--- config.mk ---
export PLATFORM = sky130hd
export DESIGN_NAME = pm_state_ctrl
export DESIGN_NICKNAME = d
export VERILOG_FILES = /design/src/hw/pm_state_pkg.sv /design/src/hw/pin_sync.sv /design/src/hw/idle_timer.sv /design/src/hw/pm_state_ctrl.sv
export SDC_FILE = /design/constraint.sdc
export NUM_CORES = 1
export LEC_CHECK = 0
export CORE_MARGIN = 4
export CORE_UTILIZATION = 65
export CTS_CLUSTER_SIZE = 20
export DETAILED_ROUTE_END_ITERATION = 10
export DONT_BUFFER_PORTS = 1
export PLACE_DENSITY = 0.81
export SKIP_LAST_GASP = 1
export SYNTH_ARGS = -nofsm -noshare
export SYNTH_HDL_FRONTEND = slang
export SYNTH_SLANG_ARGS = --single-unit
--- constraint.sdc ---
create_clock -name clk_sys -period 4.8 [get_ports clk_sys]
set_input_delay 0.48 -clock clk_sys [delete_from_list [all_inputs] [get_ports clk_sys]]
set_output_delay 0.48 -clock clk_sys [all_outputs]
set_load 0.01 [all_outputs]
--- src/hw/pm_state_pkg.sv ---
// shared types and constants of the link and device power state block
package pm_state_pkg;

   // ****************************************************************
   // timing
   // ****************************************************************
   localparam int CLK_PERIOD_NS    = 10;
   localparam int L0S_IDLE_TIME_NS = 1000;
   localparam int L1_IDLE_TIME_NS  = 10000;
   localparam int L0S_IDLE_CYCLES  = (L0S_IDLE_TIME_NS + CLK_PERIOD_NS - 1) / CLK_PERIOD_NS;
   localparam int L1_IDLE_CYCLES   = (L1_IDLE_TIME_NS + CLK_PERIOD_NS - 1) / CLK_PERIOD_NS;

   // ****************************************************************
   // field values and reset values
   // ****************************************************************
   localparam logic [1:0] PWR_STATE_D3     = 2'h3;
   localparam logic [1:0] PWR_STATE_RESET  = 2'h0;
   localparam logic       SYNC_RESET_VALUE = 1'h0;
   localparam logic       PIN_DRIVE_LEVEL  = 1'h0;

   // ****************************************************************
   // state types
   // ****************************************************************
   typedef enum logic [2:0] {
      LINK_LDN,
      LINK_L0,
      LINK_L0S,
      LINK_L1_ASPM,
      LINK_L1,
      LINK_L23_READY,
      LINK_L2
   } link_state_t;

   typedef enum logic [1:0] {
      DEV_D0,
      DEV_D3HOT,
      DEV_D3COLD
   } dev_state_t;

   // configuration bits from the config register space
   typedef struct packed {
      logic       l0s_en;
      logic       l1_en;
      logic       partner_l1_en;
      logic       clk_mgmt_en;
      logic [1:0] power_state;
   } pm_cfg_t;

   // events from the link layer, same clock
   typedef struct packed {
      logic link_up;
      logic link_down;
      logic tx_idle;
      logic link_idle;
      logic pme_turn_off_rx;
      logic pme_to_ack_sent;
   } link_event_t;

   // status toward the rest of the controller
   typedef struct packed {
      link_state_t link_state;
      dev_state_t  dev_state;
      logic        txn_allowed;
      logic        cfg_msg_accept;
      logic        tx_l0s_req;
      logic        l1_entry_req;
      logic        pme_to_ack_req;
   } pm_status_t;

endpackage

--- src/hw/pin_sync.sv ---
// two flip-flop synchroniser for a pin level
`timescale 1ns/1ns
`default_nettype none
module pin_sync
   import pm_state_pkg::*;
#(
   parameter int WIDTH = 1
) (
   input  wire logic             clk_sys,
   input  wire logic             resetn,
   input  wire logic [WIDTH-1:0] pin_in,
   output var  logic [WIDTH-1:0] pin_sync_out
);

   typedef struct packed {
      logic [WIDTH-1:0] meta;
      logic [WIDTH-1:0] sync;
   } sync_state_t;

   sync_state_t state;
   sync_state_t next_state;

   if (WIDTH < 1) begin : g_check
      $error("pin_sync: WIDTH must be at least 1");
   end

   always_comb begin
      next_state      = state;
      next_state.meta = pin_in;
      next_state.sync = state.meta;
   end

   always_ff @(posedge clk_sys) begin
      if (!resetn) begin
         state <= '{meta: {WIDTH{SYNC_RESET_VALUE}}, sync: {WIDTH{SYNC_RESET_VALUE}}};
      end else begin
         state <= next_state;
      end
   end

   assign pin_sync_out = state.sync;

endmodule // pin_sync
`default_nettype wire

--- src/hw/idle_timer.sv ---
// counts consecutive idle cycles and flags when the limit is reached
`timescale 1ns/1ns
`default_nettype none
module idle_timer
   import pm_state_pkg::*;
#(
   parameter int LIMIT = 100,
   parameter int CW    = 16
) (
   input  wire logic clk_sys,
   input  wire logic resetn,
   input  wire logic enable,
   input  wire logic idle,
   output var  logic expired
);

   typedef struct packed {
      logic [CW-1:0] count;
      logic          expired;
   } timer_state_t;

   timer_state_t state;
   timer_state_t next_state;

   if (LIMIT < 1 || LIMIT >= (2 ** CW)) begin : g_check
      $error("idle_timer: LIMIT does not fit CW");
   end

   always_comb begin
      next_state = state;
      if (!enable || !idle) begin
         next_state.count   = '0;
         next_state.expired = 1'b0;
      end else if (state.count == CW'(LIMIT - 1)) begin
         next_state.expired = 1'b1;
      end else begin
         next_state.count = state.count + CW'(1);
      end
   end

   always_ff @(posedge clk_sys) begin
      if (!resetn) begin
         state <= '{count: '0, expired: 1'b0};
      end else begin
         state <= next_state;
      end
   end

   assign expired = state.expired;

endmodule // idle_timer
`default_nettype wire

--- src/hw/pm_state_ctrl.sv ---
// link and device power state control with clock request pin
`timescale 1ns/1ns
`default_nettype none
module pm_state_ctrl
   import pm_state_pkg::*;
#(
   parameter int L0S_IDLE = L0S_IDLE_CYCLES,
   parameter int L1_IDLE  = L1_IDLE_CYCLES,
   parameter int IDLE_CW  = 16
) (
   input  wire logic        clk_sys,
   input  wire logic        resetn,
   input  wire logic        perst_pin_n,
   input  wire pm_cfg_t     cfg,
   input  wire link_event_t link_evt,
   input  wire logic        clk_request_pin_in,
   output var  logic        clk_request_pin_out,
   output var  logic        clk_request_pin_oe,
   output var  logic        clk_request_seen_n,
   output var  pm_status_t  status
);

   // ****************************************************************
   // elaboration checks
   // ****************************************************************
   if (L0S_IDLE < 1 || L1_IDLE < 1) begin : g_check
      $error("pm_state_ctrl: idle limits must be at least 1");
   end

   if (IDLE_CW < 2 || IDLE_CW > 30) begin : g_check_cw
      $error("pm_state_ctrl: IDLE_CW must lie between 2 and 30");
   end

   if (L0S_IDLE >= (2 ** IDLE_CW) || L1_IDLE >= (2 ** IDLE_CW)) begin : g_check_fit
      $error("pm_state_ctrl: idle limits do not fit IDLE_CW");
   end

   // ****************************************************************
   // state
   // ****************************************************************
   typedef struct packed {
      pm_cfg_t     cfg;
      link_state_t link_state;
      dev_state_t  dev_state;
      logic        txn_allowed;
      logic        cfg_msg_accept;
      logic        tx_l0s_req;
      logic        l1_entry_req;
      logic        pme_to_ack_req;
      logic        turn_off_seen;
      logic        clk_req_oe;
      logic        clk_req_out;
      logic        clk_req_seen_n;
   } ctrl_state_t;

   ctrl_state_t state;
   ctrl_state_t next_state;

   logic        perst_n_sync;
   logic        clk_req_sync;
   logic        l0s_idle_expired;
   logic        l1_idle_expired;
   logic        l0s_allowed;
   logic        l1_aspm_allowed;
   dev_state_t  dev_calc;
   logic        clk_release;
   logic        l0s_go;
   logic        l1_go;
   logic        link_in_l1;
   logic        dev_powered;

   // ****************************************************************
   // pin synchronisers
   // ****************************************************************
   pin_sync #(
      .WIDTH (1)
   ) u_perst_sync (
      .clk_sys      (clk_sys),
      .resetn       (resetn),
      .pin_in       (perst_pin_n),
      .pin_sync_out (perst_n_sync)
   );

   pin_sync #(
      .WIDTH (1)
   ) u_clkreq_sync (
      .clk_sys      (clk_sys),
      .resetn       (resetn),
      .pin_in       (clk_request_pin_in),
      .pin_sync_out (clk_req_sync)
   );

   // ****************************************************************
   // idle timers
   // ****************************************************************
   assign l0s_allowed     = state.cfg.l0s_en && state.dev_state == DEV_D0;
   assign l1_aspm_allowed = state.cfg.l1_en && state.cfg.partner_l1_en
                            && state.dev_state == DEV_D0;

   idle_timer #(
      .LIMIT (L0S_IDLE),
      .CW    (IDLE_CW)
   ) u_l0s_timer (
      .clk_sys (clk_sys),
      .resetn  (resetn),
      .enable  (l0s_allowed && state.link_state == LINK_L0),
      .idle    (link_evt.tx_idle),
      .expired (l0s_idle_expired)
   );

   idle_timer #(
      .LIMIT (L1_IDLE),
      .CW    (IDLE_CW)
   ) u_l1_timer (
      .clk_sys (clk_sys),
      .resetn  (resetn),
      .enable  (l1_aspm_allowed && (state.link_state == LINK_L0
                                    || state.link_state == LINK_L0S)),
      .idle    (link_evt.link_idle),
      .expired (l1_idle_expired)
   );

   // ****************************************************************
   // entry decisions and state groups
   // ****************************************************************
   assign l0s_go      = l0s_idle_expired && l0s_allowed;
   assign l1_go       = l1_idle_expired && l1_aspm_allowed;
   assign link_in_l1  = state.link_state == LINK_L1
                        || state.link_state == LINK_L1_ASPM;
   assign dev_powered = state.dev_state == DEV_D0
                        || state.dev_state == DEV_D3HOT;

   // ****************************************************************
   // device state decode
   // ****************************************************************
   always_comb begin
      if (state.cfg.power_state != PWR_STATE_D3) begin
         dev_calc = DEV_D0;
      end else if (perst_n_sync) begin
         dev_calc = DEV_D3HOT;
      end else begin
         dev_calc = DEV_D3COLD;
      end
   end

   // ****************************************************************
   // clock request release condition
   // ****************************************************************
   assign clk_release = state.cfg.clk_mgmt_en
                        && link_in_l1
                        && dev_powered;

   // ****************************************************************
   // next state
   // ****************************************************************
   always_comb begin
      next_state           = state;
      next_state.cfg       = cfg;
      next_state.dev_state = dev_calc;

      // turn-off handshake tracking
      if (link_evt.pme_turn_off_rx) begin
         next_state.turn_off_seen  = 1'b1;
         next_state.pme_to_ack_req = 1'b1;
      end else if (link_evt.pme_to_ack_sent) begin
         next_state.pme_to_ack_req = 1'b0;
      end

      unique case (state.link_state)
         LINK_LDN: begin
            if (link_evt.link_up && !link_evt.link_down && perst_n_sync) begin
               next_state.link_state = LINK_L0;
            end
         end
         LINK_L0: begin
            if (state.turn_off_seen && link_evt.pme_to_ack_sent) begin
               next_state.link_state = LINK_L23_READY;
            end else if (state.dev_state == DEV_D3HOT) begin
               next_state.link_state = LINK_L1;
            end else if (l1_go) begin
               next_state.link_state = LINK_L1_ASPM;
            end else if (l0s_go) begin
               next_state.link_state = LINK_L0S;
            end
         end
         LINK_L0S: begin
            if (!link_evt.tx_idle || !l0s_allowed) begin
               next_state.link_state = LINK_L0;
            end else if (l1_go) begin
               next_state.link_state = LINK_L1_ASPM;
            end
         end
         LINK_L1_ASPM: begin
            if (!link_evt.link_idle || !l1_aspm_allowed) begin
               next_state.link_state = LINK_L0;
            end
         end
         LINK_L1: begin
            if (state.dev_state == DEV_D0) begin
               next_state.link_state = LINK_L0;
            end
         end
         LINK_L23_READY: begin
            if (!perst_n_sync) begin
               next_state.link_state = LINK_L2;
            end
         end
         LINK_L2: begin
            if (perst_n_sync) begin
               next_state.link_state    = LINK_LDN;
               next_state.turn_off_seen = 1'b0;
            end
         end
      endcase

      // link loss or fundamental reset drops to the pseudo-state, except from LINK_L23_READY and LINK_L2
      if (state.link_state != LINK_L23_READY && state.link_state != LINK_L2
          && state.link_state != LINK_LDN
          && (link_evt.link_down || !perst_n_sync)) begin
         next_state.link_state    = LINK_LDN;
         next_state.turn_off_seen = 1'b0;
      end

      // handshake lost when leaving through link down
      if (next_state.link_state == LINK_LDN) begin
         next_state.pme_to_ack_req = 1'b0;
      end

      // derived outputs
      next_state.txn_allowed    = next_state.link_state == LINK_L0;
      unique case (next_state.link_state)
         LINK_L0, LINK_L0S, LINK_L1_ASPM, LINK_L1: begin
            next_state.cfg_msg_accept = next_state.dev_state != DEV_D3COLD;
         end
         default: begin
            next_state.cfg_msg_accept = 1'b0;
         end
      endcase
      next_state.tx_l0s_req     = next_state.link_state == LINK_L0S;
      next_state.l1_entry_req   = next_state.link_state == LINK_L1
                                  || next_state.link_state == LINK_L1_ASPM;

      // open-drain clock request: drive low unless released
      next_state.clk_req_out    = PIN_DRIVE_LEVEL;
      next_state.clk_req_oe     = !clk_release;
      next_state.clk_req_seen_n = clk_req_sync;
   end

   // ****************************************************************
   // registers
   // ****************************************************************
   always_ff @(posedge clk_sys) begin
      if (!resetn) begin
         state <= '{
            cfg: '{l0s_en: 1'b0, l1_en: 1'b0, partner_l1_en: 1'b0,
                   clk_mgmt_en: 1'b0, power_state: PWR_STATE_RESET},
            link_state:     LINK_LDN,
            dev_state:      DEV_D0,
            txn_allowed:    1'b0,
            cfg_msg_accept: 1'b0,
            tx_l0s_req:     1'b0,
            l1_entry_req:   1'b0,
            pme_to_ack_req: 1'b0,
            turn_off_seen:  1'b0,
            clk_req_oe:     1'b1,
            clk_req_out:    PIN_DRIVE_LEVEL,
            clk_req_seen_n: 1'b0
         };
      end else begin
         state <= next_state;
      end
   end

   // ****************************************************************
   // outputs
   // ****************************************************************
   assign clk_request_pin_out   = state.clk_req_out;
   assign clk_request_pin_oe    = state.clk_req_oe;
   assign clk_request_seen_n    = state.clk_req_seen_n;
   assign status.link_state     = state.link_state;
   assign status.dev_state      = state.dev_state;
   assign status.txn_allowed    = state.txn_allowed;
   assign status.cfg_msg_accept = state.cfg_msg_accept;
   assign status.tx_l0s_req     = state.tx_l0s_req;
   assign status.l1_entry_req   = state.l1_entry_req;
   assign status.pme_to_ack_req = state.pme_to_ack_req;

endmodule // pm_state_ctrl
`default_nettype wire

---- Word level (Yosys, flattened, before mapping) ----
Cells that the tools add are included.
cells by class
  $add $sub $neg .......................... 2
  reductions and logical operators ........ 44
  bitwise operators ....................... 1
  muxes and demuxes ....................... 20
  equal/unequal tests ..................... 17
operators with widths
  operator                                                            number
  3-bit two-way mux                                                   12
  16-bit by 1-bit adder with 16-bit output (second input constant)    2
  3-bit case mux with 7 select lines                                  1
  16-bit by 10-bit == test with 1-bit output (second input constant)  1
  16-bit by 7-bit == test with 1-bit output (second input constant)   1
  1-bit logical AND                                                   15
  3-bit by 2-bit == test with 1-bit output (second input constant)    4
  3-bit == test (second input constant)                               4
  1-bit zero test                                                     9
  1-bit logical OR                                                    9
  2-bit OR reduction                                                  4
  3-bit by 1-bit == test with 1-bit output (second input constant)    2
  3-bit zero test                                                     2
  3-bit inequality test (second input constant)                       2
  1-bit two-way mux                                                   5
  2-bit two-way mux                                                   2
  2-bit inequality test (second input constant)                       2
  4-bit OR reduction                                                  1
  3-bit nonzero test                                                  1
  2-bit by 1-bit == test with 1-bit output (second input constant)    1
  2-bit zero test                                                     1
  2-bit AND reduction                                                 1
  2-bit nonzero test                                                  1
  1-bit inverter                                                      1
storage, ports and cells
  bits in registers ....................... 58
  output and inout port bits .............. 13
  input port bits ......................... 16

---- Longest topological paths before layout ----
Gate-level depths: netlist (run 1).
  depth after elaboration ................. 12
  mapped depth ............................ 6
  depth with buffers taken out ............ 6

---- By module ----
Synthesis (run 1) repeated with hierarchy kept, for this count alone.
unflattened totals
  cell total of the unflattened synthesis .. 308
  area, all modules ....................... 2727.6 um^2
modules (own cells, without submodules)
  module                     area an instance (um^2)  times used  cells each  sequential area each (um^2)
  pm_state_ctrl              1014.7                   1           115         380.4
  idle_timer at u_l0s_timer  832.0                    1           95          340.3
  idle_timer at u_l1_timer   775.7                    1           90          340.3
  pin_sync                   52.6                     2           4           40.0

---- Worst setup path after synthesis (run 1) ----
No wires, ideal clock.
  kind .................................... input port to flip-flop
  start ................................... in link_evt[3] in the netlist's numbering
  end ..................................... reg state (netlist bit status[1])
  data arrival time ....................... 1.613 ns
  slack ................................... 3.099 ns
  data required time ...................... 4.712 ns
  stages .................................. 5
  path through ............................ nor4bb_1 > a21boi_1 > a211o_1 > and2_4 > o32ai_2
on the way
  word-level cells in the longest chain between the ends .. 7
  elaborated cells between the ends (all ways) .. 8
  those cells by class .................... 2 x eq/ne; 3 x mux; 3 x reduce/logical
ends and longest elaborated chain
  what                                                                              line                                        source
  from (decl)                                                                       pm_state_ctrl.sv:15                         input wire link_event_t link_evt,
  1-bit zero test *                                                                 pm_state_ctrl.sv:187                        if (!link_evt.tx_idle || !l0s_allowed) begin
  1-bit logical OR *                                                                pm_state_ctrl.sv:187
  3-bit two-way mux *                                                               pm_state_ctrl.sv:187
  3-bit case mux with 7 select lines *                                              pm_state_ctrl.sv:169                        unique case (state.link_state)
  3-bit two-way mux *                                                               pm_state_ctrl.sv:217                        if (state.link_state != LINK_L23_READY && state.link_state != LINK_L2
  3-bit == test / 3-bit by 2-bit == test with 1-bit output (equally long branches)  pm_state_ctrl.sv:240, pm_state_ctrl.sv:241
  1-bit logical OR *                                                                pm_state_ctrl.sv:241                        || next_state.link_state == LINK_L1_ASPM;
  to (signal assigned)                                                              pm_state_ctrl.sv:254                        state <= '{
  to (signal assigned)                                                              pm_state_ctrl.sv:270                        state <= next_state;
  to (decl)                                                                         pm_state_ctrl.sv:56                         ctrl_state_t state;
Every way passes the cells marked *; elsewhere a longest branch is shown, timed or not.
A chain may end at the register's enable or synchronous reset.

---- Worst setup path after layout (run 1) ----
  start ................................... reg state (netlist bit status[6])
  end ..................................... reg u_l0s_timer.state[12] in the netlist's numbering
on the way
  word-level cells in the longest chain between the ends .. 6
ends and longest elaborated chain
  what                          line                  source
  2-bit zero test               pm_state_ctrl.sv:96   assign l0s_allowed = state.cfg.l0s_en && state.dev_state == DEV_D0;
  1-bit logical AND             pm_state_ctrl.sv:96
  1-bit logical AND             pm_state_ctrl.sv:106  .enable (l0s_allowed && state.link_state == LINK_L0),
  1-bit zero test               idle_timer.sv:31      if (!enable || !idle) begin
  1-bit logical OR              idle_timer.sv:31
  2-bit OR reduction (no line)  n/a
  to (signal assigned)          idle_timer.sv:43      state <= '{count: '0, expired: 1'b0};
  to (signal assigned)          idle_timer.sv:45      state <= next_state;
  to (decl)                     idle_timer.sv:22      timer_state_t state;
Every way passes these cells.

==> out/results.md, run 1 <==
| Stage | Quantity | This run |
| --- | --- | --- |
| sta | Max-slew violation total from the final report | 0 |
| run | Count of maximum capacitance violations | 0 |
| critical path | CP Max Fanout | 17 |
| global route | Via count of the first global-routing pass | 2014 |
| synth | Post-synthesis cell type count | 48 |
| power | Leakage power of the design | 0.00105 uW |
| power | Power per cell area | 397 mW/mm^2 |
| sta | Post-route clock skew | 0.00590 ns |
| critical path | Worst Path Required | 5.04 ns |
| finish | Final cell area excluding filler cells | 0.00280 mm^2 |
| drt | Routed via count | 2020 |
| critical path | Standard cell with the maximum stage delay on the critical path | sky130_fd_sc_hd__nor4bb_1 |
| critical path | Critical Path, Cell by Cell | nor4bb_1 > nand3_1 > a21oi_1 |
| die | Total number of placement rows | 22 |
| power | Cell-internal power | 910 uW |
| clock tree | CTS Buffer Depth | 2 |
| finish | Inserted Diodes | 0 |
| critical path | CP peak stage delay | 0.60 ns |
| sta | Max frequency | 490 MHz |
| die | DIE HEIGHT | 70.9 um |
| sta | Minimum clock period after layout | 2.04 ns |
| clock tree | Later-pin clock latency in the skew report | 0.34 ns |
| drt | Number of nets with antenna violations after detailed routing | 0 |
| synth | Yosys top cell by area | sky130_fd_sc_hd__dfxtp_1 |
| drt | Via count normalized by instance count | 6.10 |
| sta | Number of endpoints with negative hold slack in the final report | 0 |
| drt | Number of detailed-routing iterations run before antenna repair | 4 |
| finish | Synth-to-Final Area Change | 8.96% |
| sta | Max transition margin | 56.8% |
| die | Top-Level Pins | 29 |
| place | Final Wtd Congestion | 0.791 |
| clock tree | TritonCTS clock tree | done |
| sta | Setup repair after global routing missed its margin | no |
| power | Total Power | 1110 uW |
| sta | Number of setup violations in the final report | 0 |
| synth | Part of the Yosys area used for sequential elements | 44.4% |
| critical path | Arr. time, crit path | 2.28 ns |
| synth | Cells taking the most area after synthesis | sky130_fd_sc_hd__dfxtp_1 (44%), sky130_fd_sc_hd__xor2_1 (6.1%), sky130_fd_sc_hd__nor2_1 (4.8%) |
| place | DP HPWL | 3630 um |
| finish | Fraction of layout instances using a drive strength above 1 | 8.48% |
| drt | DRC violation count after routing | 0 |
| drt | Routed wirelength normalized by instance count | 16.6 um |
| clock tree | H-tree levels | 3 |
| worst hold path | Startpoint of the lowest-slack hold path | resetn |
| finish | Number of nets in the layout | 296 |
| power | Net switching fraction of the power | 18.2% |
| power | Combinational Power Share | 1.1% |
| synth | Net count of the mapped netlist | 302 |
| clock tree | Clock Sink Count | 57 |
| clock tree | Clock root buffer master | sky130_fd_sc_hd__clkbuf_8 |
| drt | Total routed wirelength | 5500 um |
| sta | Final cycle utilization of the critical path | 42.5% |
| global route | Overall Global Routing Usage | 23.7% |
| global route | GR Overflow Total | 0 |
| synth | Flop and latch count out of synthesis | 57 |
| clock tree | Post CTS Setup Buffer Count | 0 |
| critical path | WS Path Type | reg2reg |
| critical path | Launch point of the worst path | status[6] |
| critical path | Startpoint type of the worst setup path | flop |
| sta | Setup TNS | 0 ns |
| global route | Antenna violations before repair | 0 |
| place | Quantity of I/O buffers inserted on ports | 0 |
| synth | Mapped Area | 0.00257 mm^2 |
| synth | Count of yosys warnings during synthesis | 0 |
| clock tree | Cts repair resizes | 0 |
| clock tree | Clk slew on worst S/H paths | 0.06 ns |
| critical path | Critical register-to-register path startpoint | status[6] |
| clock tree | Cts-stage hold buffer count | 0 |
| synth | Proportion of netlist area held by the largest area contributor | 44.4% |
| die | Die outline width | 70.9 um |
| power | Net switching power | 202 uW |
| global route | Wire length of the first global-routing pass | 9280 um |
| place | Post-place instance area | 0.00252 mm^2 |
| power | Sequential share of power | 43.4% |
| power | Share of total power in the clock network | 55.4% |
| clock tree | Number of buffers inserted during clock tree synthesis | 9 |
| run status | Result of the run | finished, final reports clean |
| global route | Maximum number of pins on one net before global-route repair | 22 |
| power | Worst supply voltage drop on vdd | 0.322 mV |
| die | Die area | 0.00502 mm^2 |
| die | Initial cell density of the core | 68.6% |
| die | Core footprint | 0.00374 mm^2 |
| sta | Worst Max-Slew Pin Slew | 0.647 ns |
| synth | Post-Syn Instances | 284 |
| critical path | Endpoint type of the worst setup path | flop |
| synth | Post-synthesis average cell area | 9.04 um^2 |
| worst hold path | Path type of the worst min-delay path | in2reg |
| drt | 1st-iter DRT viols | 167 |
path summary, 6_finish.rpt:
| kind | endpoint | slack [ns] | cells after the start |
|---|---|---|---|
| setup / recovery | u_l0s_timer.state[12] | 2.76 | 3 |
| hold / removal | u_clkreq_sync.pin_sync_out | 0.26 | 1 |
| setup reg to reg | u_l0s_timer.state[12] | 2.76 | 3 |
| hold reg to reg | u_clkreq_sync.pin_sync_out | 0.43 | 1 |
registers in the layout, summed over array words and instances (netlist names):
name	cells
u_clkreq_sync.pin_sync_out	1
u_l1_timer.state	16
u_perst_sync.next_state	1
u_l0s_timer.state	16
state	7
status	10
u_clkreq_sync.next_state	1
u_perst_sync.pin_sync_out	1
clk_request_pin_oe	1
u_l0s_timer.expired	1
u_l1_timer.expired	1
clk_request_seen_n	1
metal layers:
layer,up-vias,GRT usage [%],share of wire [%],wire (um)
met3,15,5.11,6.2,342
li1,970,-,-,-
met2,75,40.6,51,2820
met1,960,27.0,40,2210
met5,-,0,0,0
met4,0,13.8,2.3,126
Yosys cell counts (all sizes together):
library cell and count:
a21boi 1, nand2b 2, inv 9, a22o 1, buf 15, nor3b 5
or3 3, a211o 2, xor2 18, nor3 4, ha 2, clkbuf 3
or2 2, o22ai 1, conb 1, a211oi 1, nand2 19, o311ai 1
xnor2 9, mux2i 4, o21a 1, a22oi 1, nand4 8, o2111ai 2
dfxtp 57, nor2 33, nor4 4, and4 5, and2 14, nand3 11
or4 1, a32oi 1, nor4bb 1, and3 12, a311oi 2, o21ai 6
nand3b 1, nor2b 6, a21oi 10, a221o 1, a311o 1, o32ai 1
and4b 1, o31ai 1
cells by family after synthesis:
logic type | Yosys count | share of synthesized area (%)
flops | 57 | 44.4
mux | 4 | 1.56
simple gates | 132 | 28.0
fa+ha+maj | 2 | 0.974
other cells | 1 | 0.146
compound gates | 34 | 9.99
buf+inv | 27 | 5.75
xor+xnor | 27 | 9.21
power groups by stage:
| stage | logic [uW] | registers (uW) | clock network (uW) |
|---|---|---|---|
| after global routing | 14.0 | 483 | 648 |
| after CTS | 12.5 | 483 | 623 |
| after global placement | 11.4 | 493 | 0 |
| after floorplan | 13.1 | 491 | 0 |
| final | 12.7 | 483 | 616 |
| after detailed placement | 12.1 | 494 | 0 |
cell type report:
class | count | area, um^2
fillers | 267 | 945
flip-flops and latches | 57 | 1140
well taps | 48 | 60.1
multi-input cells | 200 | 1280
repair buffers | 1 | 7.51
inverters | 9 | 33.8
clock buffers | 11 | 151
clock inverters | 5 | 125
metrics by stage:
stage	std cells	utilization, %	hold WS, ns	worst slack, ns
3_5_place_dp	315	67.4	0.419	2.76
2_1_floorplan	284	-	0.412	3.10
6_report	331	74.8	0.262	2.76
4_1_cts	331	74.8	0.249	2.80
5_1_grt	331	74.8	0.249	2.61
3_3_place_gp	315	67.4	0.414	2.91
placed cells by master, fill, tap and decap left out, types with 2 or more instances in the layout:
cell	instances
sky130_fd_sc_hd__nand2_1	19
sky130_fd_sc_hd__nor2b_1	6
sky130_fd_sc_hd__and4_1	5
sky130_fd_sc_hd__nand4_1	8
sky130_fd_sc_hd__bufinv_16	4
sky130_fd_sc_hd__nor2_1	33
sky130_fd_sc_hd__o21ai_0	5
sky130_fd_sc_hd__a211o_1	2
sky130_fd_sc_hd__xnor2_1	9
sky130_fd_sc_hd__dfxtp_1	57
sky130_fd_sc_hd__a21oi_1	10
sky130_fd_sc_hd__and3_1	12
sky130_fd_sc_hd__or3_1	3
sky130_fd_sc_hd__and2_1	13
sky130_fd_sc_hd__ha_1	2
sky130_fd_sc_hd__a311oi_1	2
sky130_fd_sc_hd__o2111ai_1	2
sky130_fd_sc_hd__nor4_1	4
sky130_fd_sc_hd__or2_1	2
sky130_fd_sc_hd__nor3b_2	2
sky130_fd_sc_hd__nor3_1	4
sky130_fd_sc_hd__mux2i_1	4
sky130_fd_sc_hd__clkbuf_8	11
sky130_fd_sc_hd__xor2_1	18
sky130_fd_sc_hd__nand2b_1	2
sky130_fd_sc_hd__nand3_1	11
sky130_fd_sc_hd__inv_1	9
sky130_fd_sc_hd__nor3b_1	3
critical path: cells and delay by family (launching register included):
kind            cells  cell delay, ns
compound gates      1            0.34
simple gates        2            1.20
flops               1            0.39
No activity file was read; power rests on OpenSTA's default activity.
==> inputs of run 2 (changes only) <==
--- a/config.mk
+++ b/config.mk
@@ -6,11 +6,11 @@
 export NUM_CORES = 1
 export LEC_CHECK = 0
 export CORE_MARGIN = 4
-export CORE_UTILIZATION = 65
+export CORE_UTILIZATION = 56
 export CTS_CLUSTER_SIZE = 20
 export DETAILED_ROUTE_END_ITERATION = 10
 export DONT_BUFFER_PORTS = 1
-export PLACE_DENSITY = 0.81
+export PLACE_DENSITY = 0.74
 export SKIP_LAST_GASP = 1
 export SYNTH_ARGS = -nofsm -noshare
 export SYNTH_HDL_FRONTEND = slang
==> constraint.sdc (replaced) <==
create_clock -name clk_sys -period 1.8 [get_ports clk_sys]
set_input_delay 0.18 -clock clk_sys [delete_from_list [all_inputs] [get_ports clk_sys]]
set_output_delay 0.18 -clock clk_sys [all_outputs]
set_load 0.01 [all_outputs]
==> out/results.md, run 2 (synthesis gave the netlist of run 1 again) <==
| Stage | Quantity | This run |
| --- | --- | --- |
| finish | Final cell area excluding filler cells | 0.00296 mm^2 |
| global route | Grt peak-use layer | met2 |
| critical path | Worst Path Required | 2.05 ns |
| critical path | WS Path Type | reg2reg |
| critical path | Setup slack on the worst flop-to-flop path | 0.11 ns |
| global route | Overall Global Routing Usage | 20.4% |
| critical path | Endpoint type of the worst setup path | flop |
| global route | Maximum number of pins on one net before global-route repair | 18 |
| global route | GR Overflow Total | 0 |
| die | Top-Level Pins | 29 |
| place | Quantity of I/O buffers inserted on ports | 0 |
| power | Leakage power of the design | 0.00113 uW |
| finish | Synth-to-Final Area Change | 15.1% |
| clock tree | Number of buffers inserted during clock tree synthesis | 9 |
| global route | Antenna violations before repair | 0 |
| drt | Number of nets with antenna violations after detailed routing | 0 |
| critical path | Arr. time, crit path | 1.94 ns |
| finish | Inserted Diodes | 0 |
| drt | Routed wirelength normalized by instance count | 14.2 um |
| clock tree | CTS Buffer Depth | 2 |
| global route | Via count of the first global-routing pass | 1902 |
| sta | Setup repair after global routing missed its margin | yes |
| critical path | Critical register-to-register path startpoint | status[7] |
| clock tree | TritonCTS clock tree | done |
| drt | 1st-iter DRT viols | 121 |
| worst hold path | Path type of the worst min-delay path | in2reg |
| place | Post-place instance area | 0.00262 mm^2 |
| critical path | Startpoint type of the worst setup path | flop |
| die | DIE HEIGHT | 75.7 um |
| sta | Number of endpoints with negative hold slack in the final report | 0 |
| clock tree | Post CTS Setup Buffer Count | 0 |
| global route | Met2 Use GR | 31.2% |
| sta | Setup TNS | 0 ns |
| finish | Commonest cells after routing, fill and taps aside | sky130_fd_sc_hd__dfxtp_1 (52), sky130_fd_sc_hd__nor2_1 (33), sky130_fd_sc_hd__nand2_1 (19) |
| drt | DRC violation count after routing | 0 |
| finish | Core utilization of the finished layout | 67.4% |
| critical path | Critical Path, Cell by Cell | a22o_1 > a221o_1 > a211o_1 > and2_4 > o32ai_2 |
| finish | Fraction of layout instances using a drive strength above 1 | 14.5% |
| sta | Post-route clock skew | 0.00479 ns |
| sta | Max-slew violation total from the final report | 0 |
| clock tree | Clock Sink Count | 57 |
| clock tree | Clk slew on worst S/H paths | 0.06 ns |
| power | Worst supply voltage drop on vdd | 0.563 mV |
| run status | Result of the run | finished, final reports clean |
| global route | GR Layer Usage met1 | 24.6% |
| run | Count of maximum capacitance violations | 0 |
| global route | Wire length of the first global-routing pass | 8560 um |
| power | Power per cell area | 880 mW/mm^2 |
| critical path | Standard cell with the maximum stage delay on the critical path | sky130_fd_sc_hd__dfxtp_2 |
| clock tree | Clock root buffer master | sky130_fd_sc_hd__clkbuf_8 |
| place | Final Wtd Congestion | 0.877 |
| clock tree | Later-pin clock latency in the skew report | 0.33 ns |
| drt | Total routed wirelength | 5030 um |
| critical path | End of the worst register-to-register path | status[1] |
| drt | Routed via count | 1961 |
| drt | Number of detailed-routing iterations run before antenna repair | 4 |
| sta | Minimum clock period after layout | 1.69 ns |
| sta | Final cycle utilization of the critical path | 93.9% |
| critical path | End point of the critical path | status[1] |
| sta | Max transition margin | 66.6% |
| critical path | Launch point of the worst path | status[7] |
| die | Total number of placement rows | 24 |
| die | Initial cell density of the core | 58.6% |
| place | DP HPWL | 3380 um |
| die | Die outline width | 75.7 um |
| critical path | CP peak stage delay | 0.37 ns |
| die | Core footprint | 0.00438 mm^2 |
| finish | Most common library cell in the layout ignoring fill and taps | sky130_fd_sc_hd__dfxtp_1 |
| clock tree | H-tree levels | 3 |
| sta | Max frequency | 592 MHz |
| die | Die area | 0.00573 mm^2 |
| drt | Via count normalized by instance count | 5.52 |
| sta | Number of setup violations in the final report | 0 |
| global route | Global-route track usage on met3 | 7.78% |
| critical path | CP Max Fanout | 10 |
| sta | Worst Max-Slew Pin Slew | 0.499 ns |
| finish | Number of nets in the layout | 317 |
| critical path | Number of cell instances on the worst register-to-register path | 5 |
run 2: worst max-delay path: cells and delay by family, from the launching register on:
| kind | cells | cell delay [ns] |
|---|---|---|
| AO/OA/AOI/OAI | 4 | 1.06 |
| flip-flops | 1 | 0.37 |
| AND/OR/NAND/NOR | 1 | 0.17 |
run 2: repair_timing:
item,in CTS,in global routing
hold buffers,9,0
gates resized for setup,0,10
endpoints found under the hold margin,16,0
endpoints found under the setup margin,0,9
run 2: per-stage QoR:
step | std cells | hold slack [ns] | total power [uW] | setup slack, ns
2_1_floorplan | 284 | 0.307 | 1350 | 0.197
3_3_place_gp | 331 | 0.306 | 1350 | 0.0877
3_5_place_dp | 331 | 0.309 | 1350 | 0.0441
4_1_cts | 355 | 0.000948 | 2630 | 0.0268
5_1_grt | 355 | 0.00604 | 2700 | 0.0000451
6_report | 355 | 0.0185 | 2600 | 0.110
run 2: how the worst min path moves through the flow:
| stage | startpoint | to | slack (ns) | depth (start not counted) |
|---|---|---|---|---|
| 3_5_place_dp | resetn | state[17] | 0.31 | 1 |
| 2_1_floorplan | cfg[0] | state[14] | 0.31 | 1 |
| 4_1_cts | resetn | status[8] | 0.0009 | 1 |
| 5_1_grt | resetn | status[8] | 0.006 | 1 |
| 3_3_place_gp | resetn | u_clkreq_sync.next_state[0] | 0.31 | 1 |
| 6_report | resetn | status[6] | 0.02 | 2 |
run 2: per-layer routing:
metal	part of all wire, %	up-vias
met5	0	-
met4	2.9	0
met3	5.1	15
met2	46	44
met1	46	896
li1	-	1006
run 2: cell type report:
class	instances	area [um^2]
flip-flops and latches	57	1150
clock inverters	2	35.0
inverters	9	33.8
clock buffers	13	179
fillers	370	1430
repair buffers	22	188
multi-input cells	200	1310
well taps	52	65.1
run 2: report_power, final:
part	switching [uW]	total, uW	internal, uW	leakage, uW
clock network	479	1260	780	0.000112
registers	9.65	1290	1280	0.000464
logic	24.1	56.7	32.6	0.000550
